[src/hw/afe_cfg_pkg.sv]
package afe_cfg_pkg;
	localparam int unsigned word_bits = 12;
	localparam int unsigned addr_bits = 4;
	localparam int unsigned data_bits = 8;
	localparam int unsigned reg_count = 16;

	localparam logic [3:0] addr_gain         = 4'h0;
	localparam logic [3:0] addr_target       = 4'h1;
	localparam logic [3:0] addr_delay        = 4'h2;
	localparam logic [3:0] addr_clock        = 4'h3;
	localparam logic [3:0] addr_control     = 4'h4;
	localparam logic [3:0] addr_calibration  = 4'h5;
	localparam logic [3:0] addr_fine_upper   = 4'h6;
	localparam logic [3:0] addr_fine_lower   = 4'h7;
	localparam logic [3:0] addr_coarse       = 4'h8;
	localparam logic [3:0] addr_soft_reset   = 4'hf;

	// defaults after power-up or soft reset
	localparam logic [7:0] rst_gain        = 8'h00;
	localparam logic [5:0] rst_target      = 6'h20;
	localparam logic [7:0] rst_delay       = 8'h00;
	localparam logic [6:0] rst_clock       = 7'h10;
	localparam logic [3:0] rst_control     = 4'h1;
	localparam logic [4:0] rst_calibration = 5'h0c;
	localparam logic [9:0] rst_fine        = 10'h000;
	localparam logic [3:0] rst_coarse      = 4'h0;

	// field positions
	localparam int unsigned pos_black_delay = 5;
	localparam int unsigned pos_video_delay = 2;
	localparam int unsigned pos_soft_reset  = 0;

	typedef struct packed {
		logic [2:0] black_delay;
		logic [2:0] video_delay;
		logic [1:0] delay_test_bits;
	} delay_t;

	typedef struct packed {
		logic reset_noise_clocked;
		logic clock_test;
		logic both_clamps;
		logic black_sample_high;
		logic video_sample_high;
		logic restore_clamp_high;
		logic black_clamp_high;
	} clock_pol_t;

	typedef struct packed {
		logic delay_test;
		logic converter_input_test;
		logic power_down;
		logic output_enable;
	} control_t;

	typedef struct packed {
		logic cal_hold;
		logic fast_settle;
		logic smoothing_select;
		logic narrow_range;
		logic manual_trim;
	} calib_t;

	typedef struct packed {
		logic [7:0]  gain;
		logic [5:0]  target_offset;
		delay_t      delay;
		clock_pol_t  clock_pol;
		control_t    control;
		calib_t      calib;
		logic [9:0]  fine_trim_level;
		logic [3:0]  coarse_trim_level;
	} settings_t;

	typedef enum logic [1:0] {
		st_idle  = 2'b00,
		st_shift = 2'b01,
		st_commit = 2'b10
	} port_state_t;
endpackage

[src/hw/afe_serial_config.sv]
// Functional notes
// - word is 4 address plus 8 data
// - address then data, msb first
// - shift only while load is low
// - load rising edge commits data to register
// - undefined address discards data
// - no readback, no address check
// - fixed 4-bit register address decode
// - target offset 6 bits, default 20h
// - delay fields 7:5 and 4:2
// - clock register mode and clamp bits
// - clock bits 3:0 set polarities
// - control: test, power down, outputs
// - calibration register five control bits
// - defaults on reset; power down keeps
// - fine trim 10 bits over two addresses
// - reset bit 0 set to 1 restores all defaults
module afe_serial_config (
	input  wire logic                 ref_clk,
	input  wire logic                 arst_n,
	input  wire logic                 clk_en,
	input  wire logic                 shift_clock,
	input  wire logic                 serial_in_line,
	input  wire logic                 load_strobe_n,
	output afe_cfg_pkg::settings_t    settings,
	output logic                      write_pulse,
	output logic [3:0]                write_addr
);
	logic [2:0]  sync_bits;
	logic        sclk_s;
	logic        data_in_s;
	logic        load_n_s;
	logic        sclk_d;
	logic        load_n_d;
	logic [11:0] shift_word;
	logic [3:0]  bit_count;
	logic        soft_reset;
	afe_cfg_pkg::port_state_t state;
	afe_cfg_pkg::port_state_t next_state;

	// strobe enters inverted: a cleared synchroniser then reads as idle
	bit_sync #(
		.width(3)
	) u_sync (
		.ref_clk (ref_clk),
		.arst_n  (arst_n),
		.clk_en  (clk_en),
		.async_in({shift_clock, serial_in_line, ~load_strobe_n}),
		.sync_out(sync_bits)
	);

	assign sclk_s    = sync_bits[2];
	assign data_in_s = sync_bits[1];
	assign load_n_s  = ~sync_bits[0];

	wire sclk_rise = sclk_s && !sclk_d;
	wire load_rise = load_n_s && !load_n_d;
	wire [3:0] cmd_addr = shift_word[11:8];
	wire [7:0] cmd_data = shift_word[7:0];

	always_ff @(posedge ref_clk or negedge arst_n) begin
		if (!arst_n) begin
			sclk_d   <= 1'b0;
			load_n_d <= 1'b1;
		end else if (clk_en) begin
			sclk_d   <= sclk_s;
			load_n_d <= load_n_s;
		end
	end

	always_comb begin
		next_state = state;
		case (state)
			afe_cfg_pkg::st_idle:
				if (!load_n_s)
					next_state = afe_cfg_pkg::st_shift;
			afe_cfg_pkg::st_shift:
				if (load_rise)
					next_state = afe_cfg_pkg::st_commit;
			afe_cfg_pkg::st_commit:
				next_state = afe_cfg_pkg::st_idle;
			default:
				next_state = afe_cfg_pkg::st_idle;
		endcase
	end

	always_ff @(posedge ref_clk or negedge arst_n) begin
		if (!arst_n)
			state <= afe_cfg_pkg::st_idle;
		else if (clk_en)
			state <= next_state;
	end

	// shift register: msb-first, toward the top end
	always_ff @(posedge ref_clk or negedge arst_n) begin
		if (!arst_n) begin
			shift_word <= 12'h000;
			bit_count  <= 4'h0;
		end else if (clk_en) begin
			if (load_n_s) begin
				bit_count <= 4'h0;
			end else if (sclk_rise) begin
				shift_word <= {shift_word[10:0], data_in_s};
				if (bit_count != 4'hf)
					bit_count <= bit_count + 4'h1;
			end
		end
	end

	// commit on load rise; address decides the target
	wire commit = (state == afe_cfg_pkg::st_shift) && load_rise;

	always_ff @(posedge ref_clk or negedge arst_n) begin
		if (!arst_n) begin
			write_pulse <= 1'b0;
			write_addr  <= 4'h0;
			soft_reset  <= 1'b0;
		end else if (clk_en) begin
			write_pulse <= commit;
			if (commit)
				write_addr <= cmd_addr;
			soft_reset <= commit && cmd_addr == afe_cfg_pkg::addr_soft_reset
				&& cmd_data[afe_cfg_pkg::pos_soft_reset];
		end
	end

	// register bank; write-only, nothing reads it back over the port
	always_ff @(posedge ref_clk or negedge arst_n) begin
		if (!arst_n) begin
			settings.gain              <= afe_cfg_pkg::rst_gain;
			settings.target_offset     <= afe_cfg_pkg::rst_target;
			settings.delay             <= afe_cfg_pkg::rst_delay;
			settings.clock_pol         <= afe_cfg_pkg::rst_clock;
			settings.control           <= afe_cfg_pkg::rst_control;
			settings.calib             <= afe_cfg_pkg::rst_calibration;
			settings.fine_trim_level   <= afe_cfg_pkg::rst_fine;
			settings.coarse_trim_level <= afe_cfg_pkg::rst_coarse;
		end else if (clk_en) begin
			if (soft_reset) begin
				settings.gain              <= afe_cfg_pkg::rst_gain;
				settings.target_offset     <= afe_cfg_pkg::rst_target;
				settings.delay             <= afe_cfg_pkg::rst_delay;
				settings.clock_pol         <= afe_cfg_pkg::rst_clock;
				settings.control           <= afe_cfg_pkg::rst_control;
				settings.calib             <= afe_cfg_pkg::rst_calibration;
				settings.fine_trim_level   <= afe_cfg_pkg::rst_fine;
				settings.coarse_trim_level <= afe_cfg_pkg::rst_coarse;
			end else if (commit) begin
				case (cmd_addr)
					afe_cfg_pkg::addr_gain:
						settings.gain <= cmd_data;
					afe_cfg_pkg::addr_target:
						settings.target_offset <= cmd_data[5:0];
					afe_cfg_pkg::addr_delay:
						settings.delay <= cmd_data;
					afe_cfg_pkg::addr_clock:
						settings.clock_pol <= cmd_data[6:0];
					afe_cfg_pkg::addr_control:
						settings.control <= cmd_data[3:0];
					afe_cfg_pkg::addr_calibration:
						settings.calib <= cmd_data[4:0];
					afe_cfg_pkg::addr_fine_upper:
						settings.fine_trim_level[9:2] <= cmd_data;
					afe_cfg_pkg::addr_fine_lower:
						settings.fine_trim_level[1:0] <= cmd_data[1:0];
					afe_cfg_pkg::addr_coarse:
						settings.coarse_trim_level <= cmd_data[3:0];
					default: ;
				endcase
			end
		end
	end

	// power down is only a stored bit; it never reloads defaults

	chk_commit_pulse: assert property (@(posedge ref_clk)
		disable iff (!arst_n)
		clk_en && commit
		|=> write_pulse && write_addr == $past(cmd_addr))
		else $error("commit not reported");

	chk_pulse_cause: assert property (@(posedge ref_clk)
		disable iff (!arst_n)
		clk_en && !commit |=> !write_pulse)
		else $error("write pulse without a commit");

	chk_pulse_single: assert property (@(posedge ref_clk)
		disable iff (!arst_n)
		clk_en && write_pulse |=> !write_pulse)
		else $error("write pulse longer than one cycle");

	chk_gain_write: assert property (@(posedge ref_clk)
		disable iff (!arst_n)
		clk_en && commit && cmd_addr == afe_cfg_pkg::addr_gain
		&& !soft_reset
		|=> settings.gain == $past(cmd_data))
		else $error("gain not written");

	chk_target_write: assert property (@(posedge ref_clk)
		disable iff (!arst_n)
		clk_en && commit && cmd_addr == afe_cfg_pkg::addr_target
		&& !soft_reset
		|=> settings.target_offset == $past(cmd_data[5:0]))
		else $error("target offset not written");

	chk_delay_write: assert property (@(posedge ref_clk)
		disable iff (!arst_n)
		clk_en && commit && cmd_addr == afe_cfg_pkg::addr_delay
		&& !soft_reset
		|=> settings.delay == $past(cmd_data))
		else $error("delay not written");

	chk_clock_write: assert property (@(posedge ref_clk)
		disable iff (!arst_n)
		clk_en && commit && cmd_addr == afe_cfg_pkg::addr_clock
		&& !soft_reset
		|=> settings.clock_pol == $past(cmd_data[6:0]))
		else $error("clock register not written");

	chk_polarity_bits: assert property (@(posedge ref_clk)
		disable iff (!arst_n)
		clk_en && commit && cmd_addr == afe_cfg_pkg::addr_clock
		&& !soft_reset
		|=> {settings.clock_pol.black_sample_high,
		settings.clock_pol.video_sample_high,
		settings.clock_pol.restore_clamp_high,
		settings.clock_pol.black_clamp_high} == $past(cmd_data[3:0]))
		else $error("polarity bits out of place");

	chk_control_write: assert property (@(posedge ref_clk)
		disable iff (!arst_n)
		clk_en && commit && cmd_addr == afe_cfg_pkg::addr_control
		&& !soft_reset
		|=> settings.control == $past(cmd_data[3:0]))
		else $error("control not written");

	chk_calib_write: assert property (@(posedge ref_clk)
		disable iff (!arst_n)
		clk_en && commit && cmd_addr == afe_cfg_pkg::addr_calibration
		&& !soft_reset
		|=> settings.calib == $past(cmd_data[4:0]))
		else $error("calibration not written");

	chk_fine_upper: assert property (@(posedge ref_clk)
		disable iff (!arst_n)
		clk_en && commit && cmd_addr == afe_cfg_pkg::addr_fine_upper
		&& !soft_reset
		|=> settings.fine_trim_level[9:2] == $past(cmd_data))
		else $error("fine upper not written");

	chk_fine_split: assert property (@(posedge ref_clk)
		disable iff (!arst_n)
		clk_en && commit && cmd_addr == afe_cfg_pkg::addr_fine_lower
		&& !soft_reset
		|=> settings.fine_trim_level[9:2]
		== $past(settings.fine_trim_level[9:2]))
		else $error("fine lower touched upper");

	chk_coarse_write: assert property (@(posedge ref_clk)
		disable iff (!arst_n)
		clk_en && commit && cmd_addr == afe_cfg_pkg::addr_coarse
		&& !soft_reset
		|=> settings.coarse_trim_level == $past(cmd_data[3:0]))
		else $error("coarse trim not written");

	chk_undef_keep: assert property (@(posedge ref_clk)
		disable iff (!arst_n)
		clk_en && commit && cmd_addr inside {[4'h9:4'he]}
		&& !soft_reset |=> $stable(settings))
		else $error("undefined address changed settings");

	chk_soft_request: assert property (@(posedge ref_clk)
		disable iff (!arst_n)
		clk_en && commit && cmd_addr == afe_cfg_pkg::addr_soft_reset
		&& cmd_data[afe_cfg_pkg::pos_soft_reset] |=> soft_reset)
		else $error("soft reset request lost");

	chk_soft_normal: assert property (@(posedge ref_clk)
		disable iff (!arst_n)
		clk_en && commit && cmd_addr == afe_cfg_pkg::addr_soft_reset
		&& !cmd_data[afe_cfg_pkg::pos_soft_reset] && !soft_reset
		|=> !soft_reset && $stable(settings))
		else $error("soft reset word of zero changed settings");

	chk_soft_defaults: assert property (@(posedge ref_clk)
		disable iff (!arst_n)
		clk_en && soft_reset
		|=> settings.gain == afe_cfg_pkg::rst_gain
		&& settings.target_offset == afe_cfg_pkg::rst_target
		&& settings.delay == afe_cfg_pkg::rst_delay
		&& settings.clock_pol == afe_cfg_pkg::rst_clock
		&& settings.control == afe_cfg_pkg::rst_control
		&& settings.calib == afe_cfg_pkg::rst_calibration
		&& settings.fine_trim_level == afe_cfg_pkg::rst_fine
		&& settings.coarse_trim_level == afe_cfg_pkg::rst_coarse)
		else $error("soft reset missed defaults");

	chk_powerdown_keeps: assert property (@(posedge ref_clk)
		disable iff (!arst_n)
		clk_en && commit && cmd_addr == afe_cfg_pkg::addr_control
		&& cmd_data[1] && !soft_reset
		|=> $stable(settings.gain) && $stable(settings.fine_trim_level))
		else $error("power down changed other settings");

	chk_shift_hold: assert property (@(posedge ref_clk)
		disable iff (!arst_n)
		clk_en && load_n_s |=> $stable(shift_word))
		else $error("shifted while load high");

	chk_shift_msb: assert property (@(posedge ref_clk)
		disable iff (!arst_n)
		clk_en && !load_n_s && sclk_rise
		|=> shift_word == {$past(shift_word[10:0]), $past(data_in_s)})
		else $error("bit order wrong");

	chk_count_clear: assert property (@(posedge ref_clk)
		disable iff (!arst_n)
		clk_en && load_n_s |=> bit_count == 4'h0)
		else $error("bit count not cleared while load high");

	chk_count_step: assert property (@(posedge ref_clk)
		disable iff (!arst_n)
		clk_en && !load_n_s && sclk_rise && bit_count != 4'hf
		|=> bit_count == $past(bit_count) + 4'h1)
		else $error("bit count did not advance");

	chk_enable_freeze: assert property (@(posedge ref_clk)
		disable iff (!arst_n)
		!clk_en |=> $stable(settings) && $stable(shift_word)
		&& $stable(state) && $stable(write_pulse))
		else $error("state moved while clock enable low");
endmodule // afe_serial_config

[src/hw/bit_sync.sv]
module bit_sync #(
	parameter int unsigned width = 3
) (
	input  wire logic             ref_clk,
	input  wire logic             arst_n,
	input  wire logic             clk_en,
	input  wire logic [width-1:0] async_in,
	output logic      [width-1:0] sync_out
);
	logic [width-1:0] stage1;

	// stage1 feeds only stage2
	always_ff @(posedge ref_clk or negedge arst_n) begin
		if (!arst_n) begin
			stage1   <= '0;
			sync_out <= '0;
		end else if (clk_en) begin
			stage1   <= async_in;
			sync_out <= stage1;
		end
	end
endmodule // bit_sync
[config.mk]
export PLATFORM = sky130hd
export DESIGN_NAME = afe_serial_config
export DESIGN_NICKNAME = d
export VERILOG_FILES = /design/src/hw/afe_cfg_pkg.sv /design/src/hw/afe_serial_config.sv /design/src/hw/bit_sync.sv
export SDC_FILE = /design/constraint.sdc
export NUM_CORES = 1
export LEC_CHECK = 0
export ABC_CLOCK_PERIOD_IN_PS = 1880
export BUFFER_PORTS_ARGS = -buffer_cell sky130_fd_sc_hd__buf_4
export CORE_MARGIN = 2
export CORE_UTILIZATION = 55
export CTS_CLUSTER_DIAMETER = 80
export DETAILED_ROUTE_END_ITERATION = 6
export PLACE_DENSITY = 0.82
export RECOVER_POWER = 100
export SETUP_SLACK_MARGIN = 0.02
export SYNTH_ARGS = -nofsm -noshare
export SYNTH_HDL_FRONTEND = slang
export SYNTH_SLANG_ARGS = --single-unit
[constraint.sdc]
create_clock -name ref_clk -period 1.88 [get_ports ref_clk]
set_input_delay 0.094 -clock ref_clk [delete_from_list [all_inputs] [get_ports ref_clk]]
set_output_delay 0.094 -clock ref_clk [all_outputs]
set_load 0.03 [all_outputs]
==> results of run 1 <==
==> stage by stage <==
stage          std cells  hold WS, ns  setup slack, ns  cell area, µm²    util
2_1_floorplan        275      -0.2016           0.4284            3363       -
3_3_place_gp         408      0.09008           0.3113            3963  0.6693
3_5_place_dp         408      0.09416           0.2577            3963  0.6693
4_1_cts              428       0.1063           0.2443            4209  0.7109
5_1_grt              428       0.1334          0.08700            3984  0.6729
6_report             428       0.1263           0.1765            3984  0.6729
==> synth_stat cells, drive strengths merged, types with 3 or more instances <==
cell    number  share of area
nand3        7          0.016
a21oi        6         0.0089
mux2        21          0.070
inv          4         0.0045
buf          3         0.0041
dfstp        6          0.047
dfrtp       74           0.55
nor2        11          0.012
mux2i       51           0.15
nor2b        3         0.0056
nand2       57          0.064
nand4        6          0.013
clkbuf      10          0.012
==> power by group <==
| part | leakage [nW] | switching [mW] | internal (mW) |
|---|---|---|---|
| logic | 0.937 | 0.494 | 0.258 |
| registers | 1.06 | 0.134 | 1.89 |
| clock network | 0.101 | 0.607 | 0.682 |
| total | 2.10 | 1.23 | 2.83 |
==> registers in the layout (all words and copies together), names as in the netlist <==
signal / flops
state: 2
sclk_d: 1
soft_reset: 1
u_sync.stage1: 3
settings: 52
write_addr: 4
u_sync.sync_out: 3
load_n_d: 1
write_pulse: 1
shift_word: 12
==> cell type report <==
cell class	instances	area, µm²	area share
Clock buffer	11	151.4	0.03800
Multi-Input combinational cell	177	1277	0.3207
Sequential cell	80	2009	0.5044
Inverter	5	18.77	0.004711
Clock inverter	5	55.05	0.01382
Timing Repair Buffer	75	377.9	0.09485
Tap cell	75	93.84	0.02356
==> worst register-to-register path, delay by kind of cell, from the launching register on <==
| kind | cells | cell delay, ns |
|---|---|---|
| buf+inv | 1 | 0.53 |
| flops | 1 | 0.48 |
| mux | 1 | 0.42 |
| simple gates | 1 | 0.15 |
==> metal layers <==
| metal | track usage | wire, µm |
|---|---|---|
| met1 | 0.3392 | 3349 |
| met5 | 0 | 0 |
| met2 | 0.3597 | 3498 |
| met4 | 0.07667 | 84 |
| met3 | 0.04348 | 440 |
==> worst min-delay path by stage <==
stage / cells after the start / slack (ns) / end
2_1_floorplan: 0 / -0.20 / sclk_d
3_3_place_gp: 1 / 0.09 / settings[4]
3_5_place_dp: 1 / 0.09 / settings[4]
4_1_cts: 3 / 0.11 / load_n_d
5_1_grt: 2 / 0.13 / u_sync.stage1[0]
6_report: 3 / 0.13 / load_n_d
==> kinds of logic (layout without fill, tap and decap cells) <==
| logic type | Yosys count | count (layout) | synth area share |
|---|---|---|---|
| AOI/OAI and AO/OA | 14 | 14 | 0.02679 |
| buffers and inverters | 18 | 96 | 0.02120 |
| DFF | 80 | 80 | 0.5975 |
| muxes | 72 | 72 | 0.2221 |
| and+or+nand+nor | 91 | 91 | 0.1324 |
==> repair_timing <==
item / in CTS / in global routing
endpoints found under the hold margin: 35 / 0
resized for setup: 0 / 0
hold buffers: 4 / 0
==> results.sh, run 1 <==
export IMPL_status="finished clean"
export IMPL_die_x_um=82.20
export IMPL_wl_per_cell_um=17.23
export IMPL_powerDensity_nw_per_um2=1019
export IMPL_most_common_layout_cells="74 x dfrtp_1, 58 x clkbuf_1, 57 x nand2_1"
export IMPL_postCtsSetupRepairBufs=0
export IMPL_start_util=0.5680
export IMPL_end_kind="flip-flop"
export IMPL_ys_async_sr_fraction=1.000
export IMPL_routed_wl_um=7373
export IMPL_fmax_mhz=587.0
export IMPL_rows=28
export IMPL_grt_pass1_wl_um=11690
export IMPL_crit_fanout=12
export IMPL_drive_above_1_share=0.1756
export IMPL_critPathLaunchType="flip-flop"
export IMPL_min_path_type="input pin to flip-flop"
export IMPL_clk_latency_ns=0.34
export IMPL_layout_commonest_cell="dfrtp_1"
export IMPL_nets=354
export IMPL_min_period_over_period=0.9061
export IMPL_via_per_inst=5.507
export IMPL_pin_count=63
export IMPL_cts_root_buf="clkbuf_8"
export IMPL_clockBufferDepth=2
export IMPL_tritoncts="yes"
export IMPL_critPathTopFamily="buffers and inverters"
export IMPL_drt_iter0_drc=166
export IMPL_first_pass_iters=4
export IMPL_grt_pass1_vias=2313
export IMPL_ff2ff_path_depth=3
export IMPL_gp_congestion=0.8083
export IMPL_grt_ovfl_total=0
export IMPL_cp_startpoint="u_sync.sync_out[0]"
export IMPL_reg2reg_from="u_sync.sync_out[0]"
export IMPL_slew_headroom=0.3604
export IMPL_cp_buffers_inverters=1
export IMPL_worst_slew_pin_slew_ns=0.9594
export IMPL_drc=0
export IMPL_core_area_um2=5921
export IMPL_critPathRequiredTime_ns=2.10
export IMPL_die_y_um=82.20
export IMPL_yosysSeqAreaShare=0.5975
export IMPL_num_vias=2357
export IMPL_diodes=0
export IMPL_yosysUniqueCellTypes=30
export IMPL_antenna_found_initial=0
export IMPL_critPathKind="flip-flop to flip-flop"
export IMPL_syn_to_final_growth_pct=18.45
export IMPL_syn_area_um2=3363
export IMPL_timing_reg2reg_setup_slack_ns=0.18
export IMPL_h_tree_depth=3
export IMPL_grt_start_max_net_pins=48
export IMPL_syn_nets=281
export IMPL_vdd_drop_max_uv=630.9
export IMPL_port_buffer_count=62
export IMPL_r2r_end="shift_word[5]"
export IMPL_synth_avg_cell_area_um2=12.23
export IMPL_ant_nets=0
export IMPL_grt_use_total=0.2345
export IMPL_hpwl_um=4863
export IMPL_final_max_slew_viol_count=0
export IMPL_grt_setup_unrepaired="false"
export IMPL_die_area_um2=6757
export IMPL_nFillCells=474
export IMPL_min_period_ns=1.704
export IMPL_maxCapViolCount=0
export IMPL_numCtsBuffers=9
export IMPL_p_leak_nw=2.104
export IMPL_slowest_delay_ns=0.53
export IMPL_crit_end="shift_word[5]"
export IMPL_finalPower_mw=4.061
export IMPL_finalHoldViolCount=0
export IMPL_synth_seq_cells=80
export IMPL_ys_flop_type="dfrtp_1"
export IMPL_final_setup_viol_count=0
export IMPL_slowest_stage="clkbuf_1"
export IMPL_synthCells=275
export IMPL_clock_sinks=80
export IMPL_synth_edff_count=0
export IMPL_cts_clk_slew_worst_paths_ns=0.08
export IMPL_min_from="clk_en"
export IMPL_fin_tns_setup_ns=0
export IMPL_yosys_warnings=0
export IMPL_clock_skew_ns=0.009205
export IMPL_crit_cells=3
export IMPL_crit_arrival_ns=1.92
export IMPL_path_cells="nand4b_1 > clkbuf_1 > mux2_2"
Note: power is estimated with default switching activity, not from simulation.
==> run 2, diff against run 1 <==
Settings changed: ABC_AREA set to 1.
==> results.sh, run 2 <==
export IMPL_critPathRequiredTime_ns=2.17
export IMPL_yosysTopAreaCell="dfrtp_1"
export IMPL_ff2ff_path_depth=8
export IMPL_syn_nets=393
export IMPL_min_period_over_period=0.8594
export IMPL_fin_tns_setup_ns=0
export IMPL_min_period_ns=1.616
export IMPL_final_setup_viol_count=0
export IMPL_fin_cells=540
export IMPL_die_x_um=81.78
export IMPL_r2r_end="settings[21]"
export IMPL_numCtsBuffers=9
export IMPL_drive_above_1_share=0.08817
export IMPL_fmax_mhz=619.0
export IMPL_fin_util=0.6633
export IMPL_synth_top_area_share=0.5566
export IMPL_finalPower_mw=3.526
export IMPL_grt_use_total=0.2480
export IMPL_via_per_inst=5.248
export IMPL_routed_wl_um=7598
export IMPL_synth_most_common_cell="nand2_1"
export IMPL_slowest_stage="dfrtp_1"
export IMPL_final_max_slew_viol_count=0
export IMPL_drt_iter0_drc=222
export IMPL_finalHoldViolCount=0
export IMPL_pin_count=63
export IMPL_cts_root_buf="clkbuf_8"
export IMPL_status="finished clean"
export IMPL_yosysUniqueCellTypes=21
export IMPL_clock_skew_ns=0.004813
export IMPL_min_from="clk_en"
export IMPL_gp_congestion=0.8711
export IMPL_synthTopCellsByArea="dfrtp_1 56%, nand2_1 18%, nand3_1 8.4%"
export IMPL_clock_sinks=80
export IMPL_vdd_drop_max_uv=565.8
export IMPL_layout_commonest_cell="nand2_1"
export IMPL_place_inst=520
export IMPL_num_vias=2834
export IMPL_grt_pass1_wl_um=12360
export IMPL_top_regs="settings: 52 flops, shift_word: 12 flops, write_addr: 4 flops"
export IMPL_cts_resized=0
export IMPL_h_tree_depth=3
export IMPL_top_register="settings"
export IMPL_die_y_um=81.78
export IMPL_timing_reg2reg_setup_slack_ns=0.26
export IMPL_crit_arrival_ns=1.90
export IMPL_synth_common_cells="158 x nand2_1, 74 x dfrtp_1, 56 x nand3_1, 22 x o21ai_0, 21 x nor2_1"
export IMPL_synthCells=387
export IMPL_most_common_layout_cells="161 x nand2_1, 74 x dfrtp_1, 60 x clkbuf_1"
export IMPL_grt_setup_unrepaired="false"
export IMPL_ys_flop_type="dfrtp_1"
export IMPL_min_path_type="input pin to flip-flop"
export IMPL_first_pass_iters=4
export IMPL_maxCapViolCount=0
export IMPL_critPathKind="flip-flop to flip-flop"
export IMPL_path_cells="nor2_1 > nand2_1 > nor2_1 > buf_4 > nand2_1 > inv_1 > nand2_1 > nand2_1"
export IMPL_critPathTopFamily="simple AND/OR/NAND/NOR gates"
export IMPL_grt_start_max_net_pins=50
export IMPL_yosys_warnings=0
export IMPL_yosysSeqAreaShare=0.6040
export IMPL_p_leak_nw=2.157
export IMPL_nets=466
export IMPL_critPathLaunchType="flip-flop"
export IMPL_syn_area_um2=3327
export IMPL_synth_seq_cells=80
export IMPL_powerDensity_nw_per_um2=903.2
export IMPL_largest_reg_flops=52
export IMPL_grt_pass1_vias=2646
export IMPL_port_buffer_count=62
export IMPL_cts_clk_slew_worst_paths_ns=0.08
export IMPL_ctsHoldBuffers=4
export IMPL_hold_end="soft_reset"
export IMPL_hpwl_um=5204
export IMPL_cp_buffers_inverters=2
export IMPL_die_area_um2=6687
export IMPL_diodes=0
export IMPL_holdPathStages=2
export IMPL_clockBufferDepth=2
export IMPL_reg2reg_from="u_sync.sync_out[0]"
export IMPL_ant_nets=0
export IMPL_synth_avg_cell_area_um2=8.597
export IMPL_path_common_cell="nand2_1"
export IMPL_synth_edff_count=0
export IMPL_end_kind="flip-flop"
export IMPL_wl_per_cell_um=14.07
export IMPL_syn_to_final_growth_pct=17.34
export IMPL_worst_slew_pin_slew_ns=1.010
export IMPL_slowest_delay_ns=0.41
export IMPL_tritoncts="yes"
export IMPL_ys_async_sr_fraction=1.000
export IMPL_clk_latency_ns=0.35
export IMPL_start_util=0.5653
export IMPL_postCtsSetupRepairBufs=0
export IMPL_grt_ovfl_total=0
export IMPL_core_area_um2=5886
export IMPL_rows=28
export IMPL_slew_headroom=0.3266
export IMPL_drc=0
export IMPL_antenna_found_initial=0
export IMPL_crit_fanout=8
==> run 2: cell types whose count changed after synthesis, sizes merged, moves of 5 or more <==
| cell | previous run | this run |
|---|---|---|
| clkbuf | 10 | 3 |
| mux2 | 21 | 0 |
| nand4 | 6 | 0 |
| o21ai | 2 | 23 |
| mux2i | 51 | 0 |
| nand2 | 57 | 165 |
| a21oi | 6 | 1 |
| buf | 3 | 9 |
| nand3 | 7 | 56 |
| inv | 4 | 23 |
| nor2 | 11 | 22 |
==> run 2: power by group <==
group,leakage [nW],switching [mW],total [mW],internal [mW]
clock,0.103,0.591,1.27,0.683
sequential,1.08,0.0436,1.85,1.80
combinational,0.974,0.293,0.403,0.110
==> run 2: how the worst max path moves through the flow <==
| stage | end | slack (ns) | start | cells past startpoint |
|---|---|---|---|---|
| 2_1_floorplan | settings[44] | 0.65 | shift_word[11] | 6 |
| 3_3_place_gp | settings[30] | 0.46 | u_sync.sync_out[0] | 8 |
| 3_5_place_dp | settings[37] | 0.45 | u_sync.sync_out[0] | 8 |
| 4_1_cts | settings[30] | 0.38 | u_sync.sync_out[0] | 8 |
| 5_1_grt | settings[25] | 0.17 | u_sync.sync_out[0] | 8 |
| 6_report | settings[21] | 0.26 | u_sync.sync_out[0] | 8 |
==> run 2: layout make-up <==
| class | instances | area [µm²] |
|---|---|---|
| Inverter | 26 | 101.3 |
| Timing Repair Buffer | 74 | 357.8 |
| Fill cell | 511 | 1982 |
| Multi-Input combinational cell | 269 | 1142 |
| Clock buffer | 13 | 158.9 |
| Tap cell | 75 | 93.84 |
| Sequential cell | 80 | 2009 |
| Clock inverter | 3 | 40.04 |
==> run 2: worst register-to-register path: cells and delay by family, from the launching register on <==
kind / cells / cell delay, ns
AND/OR/NAND/NOR: 6 / 0.75
flip-flops: 1 / 0.41
buffers and inverters: 2 / 0.40
==> run 2: metal layers <==
| metal | track usage | routed length, µm | vias to the layer above |
|---|---|---|---|
| met1 | 0.3343 | 3376 | 1350 |
| met5 | 0 | 0 | - |
| met2 | 0.3862 | 3569 | 101 |
| met3 | 0.04396 | 496 | 13 |
| li1 | - | - | 1370 |
| met4 | 0.1300 | 155 | 0 |
==> run 2: metrics by stage <==
step | hold slack (ns) | area (µm²) | setup slack, ns
final | 0.04921 | 3904 | 0.2644
after global placement | 0.09925 | 3895 | 0.4587
after global routing | 0.05360 | 3904 | 0.1716
after floorplan | -0.2016 | 3327 | 0.6458
after detailed placement | 0.09809 | 3895 | 0.4521
after CTS | 0.03680 | 4134 | 0.3799
==> run 2: cells by family (layout without fill, tap and decap cells) <==
family / count (synthesis) / count (layout) / share of synthesized area
AOI/OAI and AO/OA: 25 / 25 / 0.03911
buffers and inverters: 38 / 116 / 0.04964
DFF: 80 / 80 / 0.6040
and+or+nand+nor: 244 / 244 / 0.3073
==> run 3, diff against run 2 <==
Settings changed: SYNTH_HIERARCHICAL set to 1.
==> results.sh, run 3 <==
export IMPL_final_area_um2=3954
export IMPL_drc=0
export IMPL_die_area_um2=6833
export IMPL_holdWs_ns=0.07354
export IMPL_yosysUniqueCellTypes=25
export IMPL_final_max_slew_viol_count=0
export IMPL_grt_pass1_wl_um=11940
export IMPL_use_met3=0.04457
export IMPL_placed_area_um2=3978
export IMPL_min_period_over_period=0.8672
export IMPL_yosys_warnings=6
export IMPL_synth_most_common_cell="nand2_1"
export IMPL_via_per_inst=5.228
export IMPL_start_util=0.5714
export IMPL_top_register="settings"
export IMPL_critPathLaunchType="flip-flop"
export IMPL_slew_headroom=0.3690
export IMPL_num_vias=2797
export IMPL_ant_nets=0
export IMPL_die_x_um=82.66
export IMPL_end_kind="flip-flop"
export IMPL_place_inst=516
export IMPL_busiest_layer="met2"
export IMPL_antenna_found_initial=0
export IMPL_critPathRequiredTime_ns=2.12
export IMPL_finalPower_mw=3.692
export IMPL_grt_ovfl_total=0
export IMPL_diodes=0
export IMPL_first_pass_iters=5
export IMPL_routed_wl_um=7379
export IMPL_cts_clk_slew_worst_paths_ns=0.07
export IMPL_synthCells=381
export IMPL_min_path_type="input pin to flip-flop"
export IMPL_ys_async_sr_fraction=1.000
export IMPL_syn_to_final_growth_pct=16.18
export IMPL_clock_skew_ns=0.006990
export IMPL_worst_slew_pin_slew_ns=0.9465
export IMPL_yosysTopAreaCell="dfrtp_1"
export IMPL_fin_cells=535
export IMPL_status="finished clean"
export IMPL_wl_per_cell_um=13.79
export IMPL_layout_commonest_cell="nand2_1"
export IMPL_postCtsSetupRepairBufs=0
export IMPL_core_area_um2=5956
export IMPL_grt_setup_unrepaired="false"
export IMPL_grt_pass1_vias=2587
export IMPL_rows=28
export IMPL_use_met1=0.3187
export IMPL_crit_arrival_ns=1.87
export IMPL_min_period_ns=1.630
export IMPL_synth_common_cells="156 x nand2_1, 74 x dfrtp_1, 56 x nand3_1, 19 x o21ai_0"
export IMPL_drive_above_1_share=0.1109
export IMPL_ys_flop_type="dfrtp_1"
export IMPL_cts_root_buf="clkbuf_8"
export IMPL_vdd_drop_max_uv=584.1
export IMPL_top_regs="settings: 52 flops, shift_word: 12 flops, write_addr: 4 flops"
export IMPL_clock_sinks=80
export IMPL_critPathKind="flip-flop to flip-flop"
export IMPL_grt_use_total=0.2336
export IMPL_numCtsBuffers=9
export IMPL_largest_reg_flops=52
export IMPL_yosysSeqAreaShare=0.5904
export IMPL_drt_iter0_drc=171
export IMPL_synth_edff_count=0
export IMPL_clk_latency_ns=0.35
export IMPL_gp_congestion=0.8767
export IMPL_tritoncts="yes"
export IMPL_syn_area_um2=3403
export IMPL_fin_tns_setup_ns=0
export IMPL_nets=462
export IMPL_pin_count=63
export IMPL_synth_top_area_share=0.5441
export IMPL_fmax_mhz=613.3
export IMPL_crit_fanout=21
export IMPL_most_common_layout_cells="161 x nand2_1, 74 x dfrtp_1, 61 x clkbuf_1"
export IMPL_clockBufferDepth=2
export IMPL_syn_nets=387
export IMPL_final_setup_viol_count=0
export IMPL_die_y_um=82.66
export IMPL_h_tree_depth=3
export IMPL_port_buffer_count=62
export IMPL_powerDensity_nw_per_um2=933.8
export IMPL_synth_avg_cell_area_um2=8.932
export IMPL_synthTopCellsByArea="dfrtp_1 54%, nand2_1 17%, nand3_1 8.2%"
export IMPL_maxCapViolCount=0
export IMPL_synth_seq_cells=80
export IMPL_hpwl_um=5165
export IMPL_grt_start_max_net_pins=44
export IMPL_use_met2=0.3597
export IMPL_p_leak_nw=2.069
export IMPL_finalHoldViolCount=0
[run 3: changes by cell type in the layout (fill, tap and decap cells not counted), sizes merged, moves of 2 or more]
| cell | change |
|---|---|
| o21ai | +2 |
| clkinv | -4 |
| nor2 | -6 |
| clkbuf | +3 |
| inv | -3 |
| nand2 | +3 |
[run 3: layer usage]
metal	up-vias	part of all wire
met5	-	0
met3	10	0.059
met2	95	0.48
met1	1324	0.44
met4	0	0.018
li1	1368	-
[run 3: timing repair]
item	4_1_cts	5_1_grt
gates resized for setup	0	0
hold buffers	4	0
hold endpoints to repair	36	0
[run 3: through the flow]
| stage | util | setup slack, ns |
|---|---|---|
| final | 0.6639 | 0.2496 |
| after global routing | 0.6639 | 0.1098 |
| after CTS | 0.7042 | 0.3210 |
| after detailed placement | 0.6679 | 0.3574 |
| after global placement | 0.6679 | 0.4173 |
| after floorplan | - | 0.6940 |
[run 3: final cells by class]
| class | instances | area [µm²] |
|---|---|---|
| clock buffers | 15 | 176.4 |
| fillers | 517 | 2002 |
| inverters | 20 | 77.57 |
| multi-input cells | 269 | 1211 |
| flip-flops and latches | 80 | 2009 |
| well taps | 75 | 93.84 |
| repair buffers | 76 | 385.4 |
[run 3: path summary, 6_finish.rpt]
path / slack, ns / endpoint / start / cells after the start
worst max-delay path: 0.25 / settings[14] / u_sync/sync_out[0] / 7
worst min-delay path: 0.07 / u_sync/stage1[0] / clk_en / 3
worst max register to register: 0.25 / settings[14] / u_sync/sync_out[0] / 7
worst min register to register: 0.47 / settings[19] / settings[19] / 2
max in group asynchronous: 0.66 / settings[27] / arst_n / 3
min in group asynchronous: 0.42 / settings[21] / arst_n / 2
[run 3: cell families after synthesis]
group / synth area share
compound gates: 0.05037
buf+inv: 0.04779
flops: 0.5904
simple gates: 0.3114
[run 3: power breakdown]
group / switching (mW) / total (mW) / internal (mW)
clock: 0.571 / 1.15 / 0.584
sequential: 0.0592 / 1.90 / 1.84
combinational: 0.455 / 0.635 / 0.180
total: 1.09 / 3.69 / 2.61
[run 3: critical path: stages (launching register included)]
cell     delay, ns
dfrtp_1       0.41
nor2_1        0.23
nand3_4       0.17
nand2_4       0.23
buf_4         0.21
nand2_1       0.13
nand2_1       0.09
nand2_1       0.05
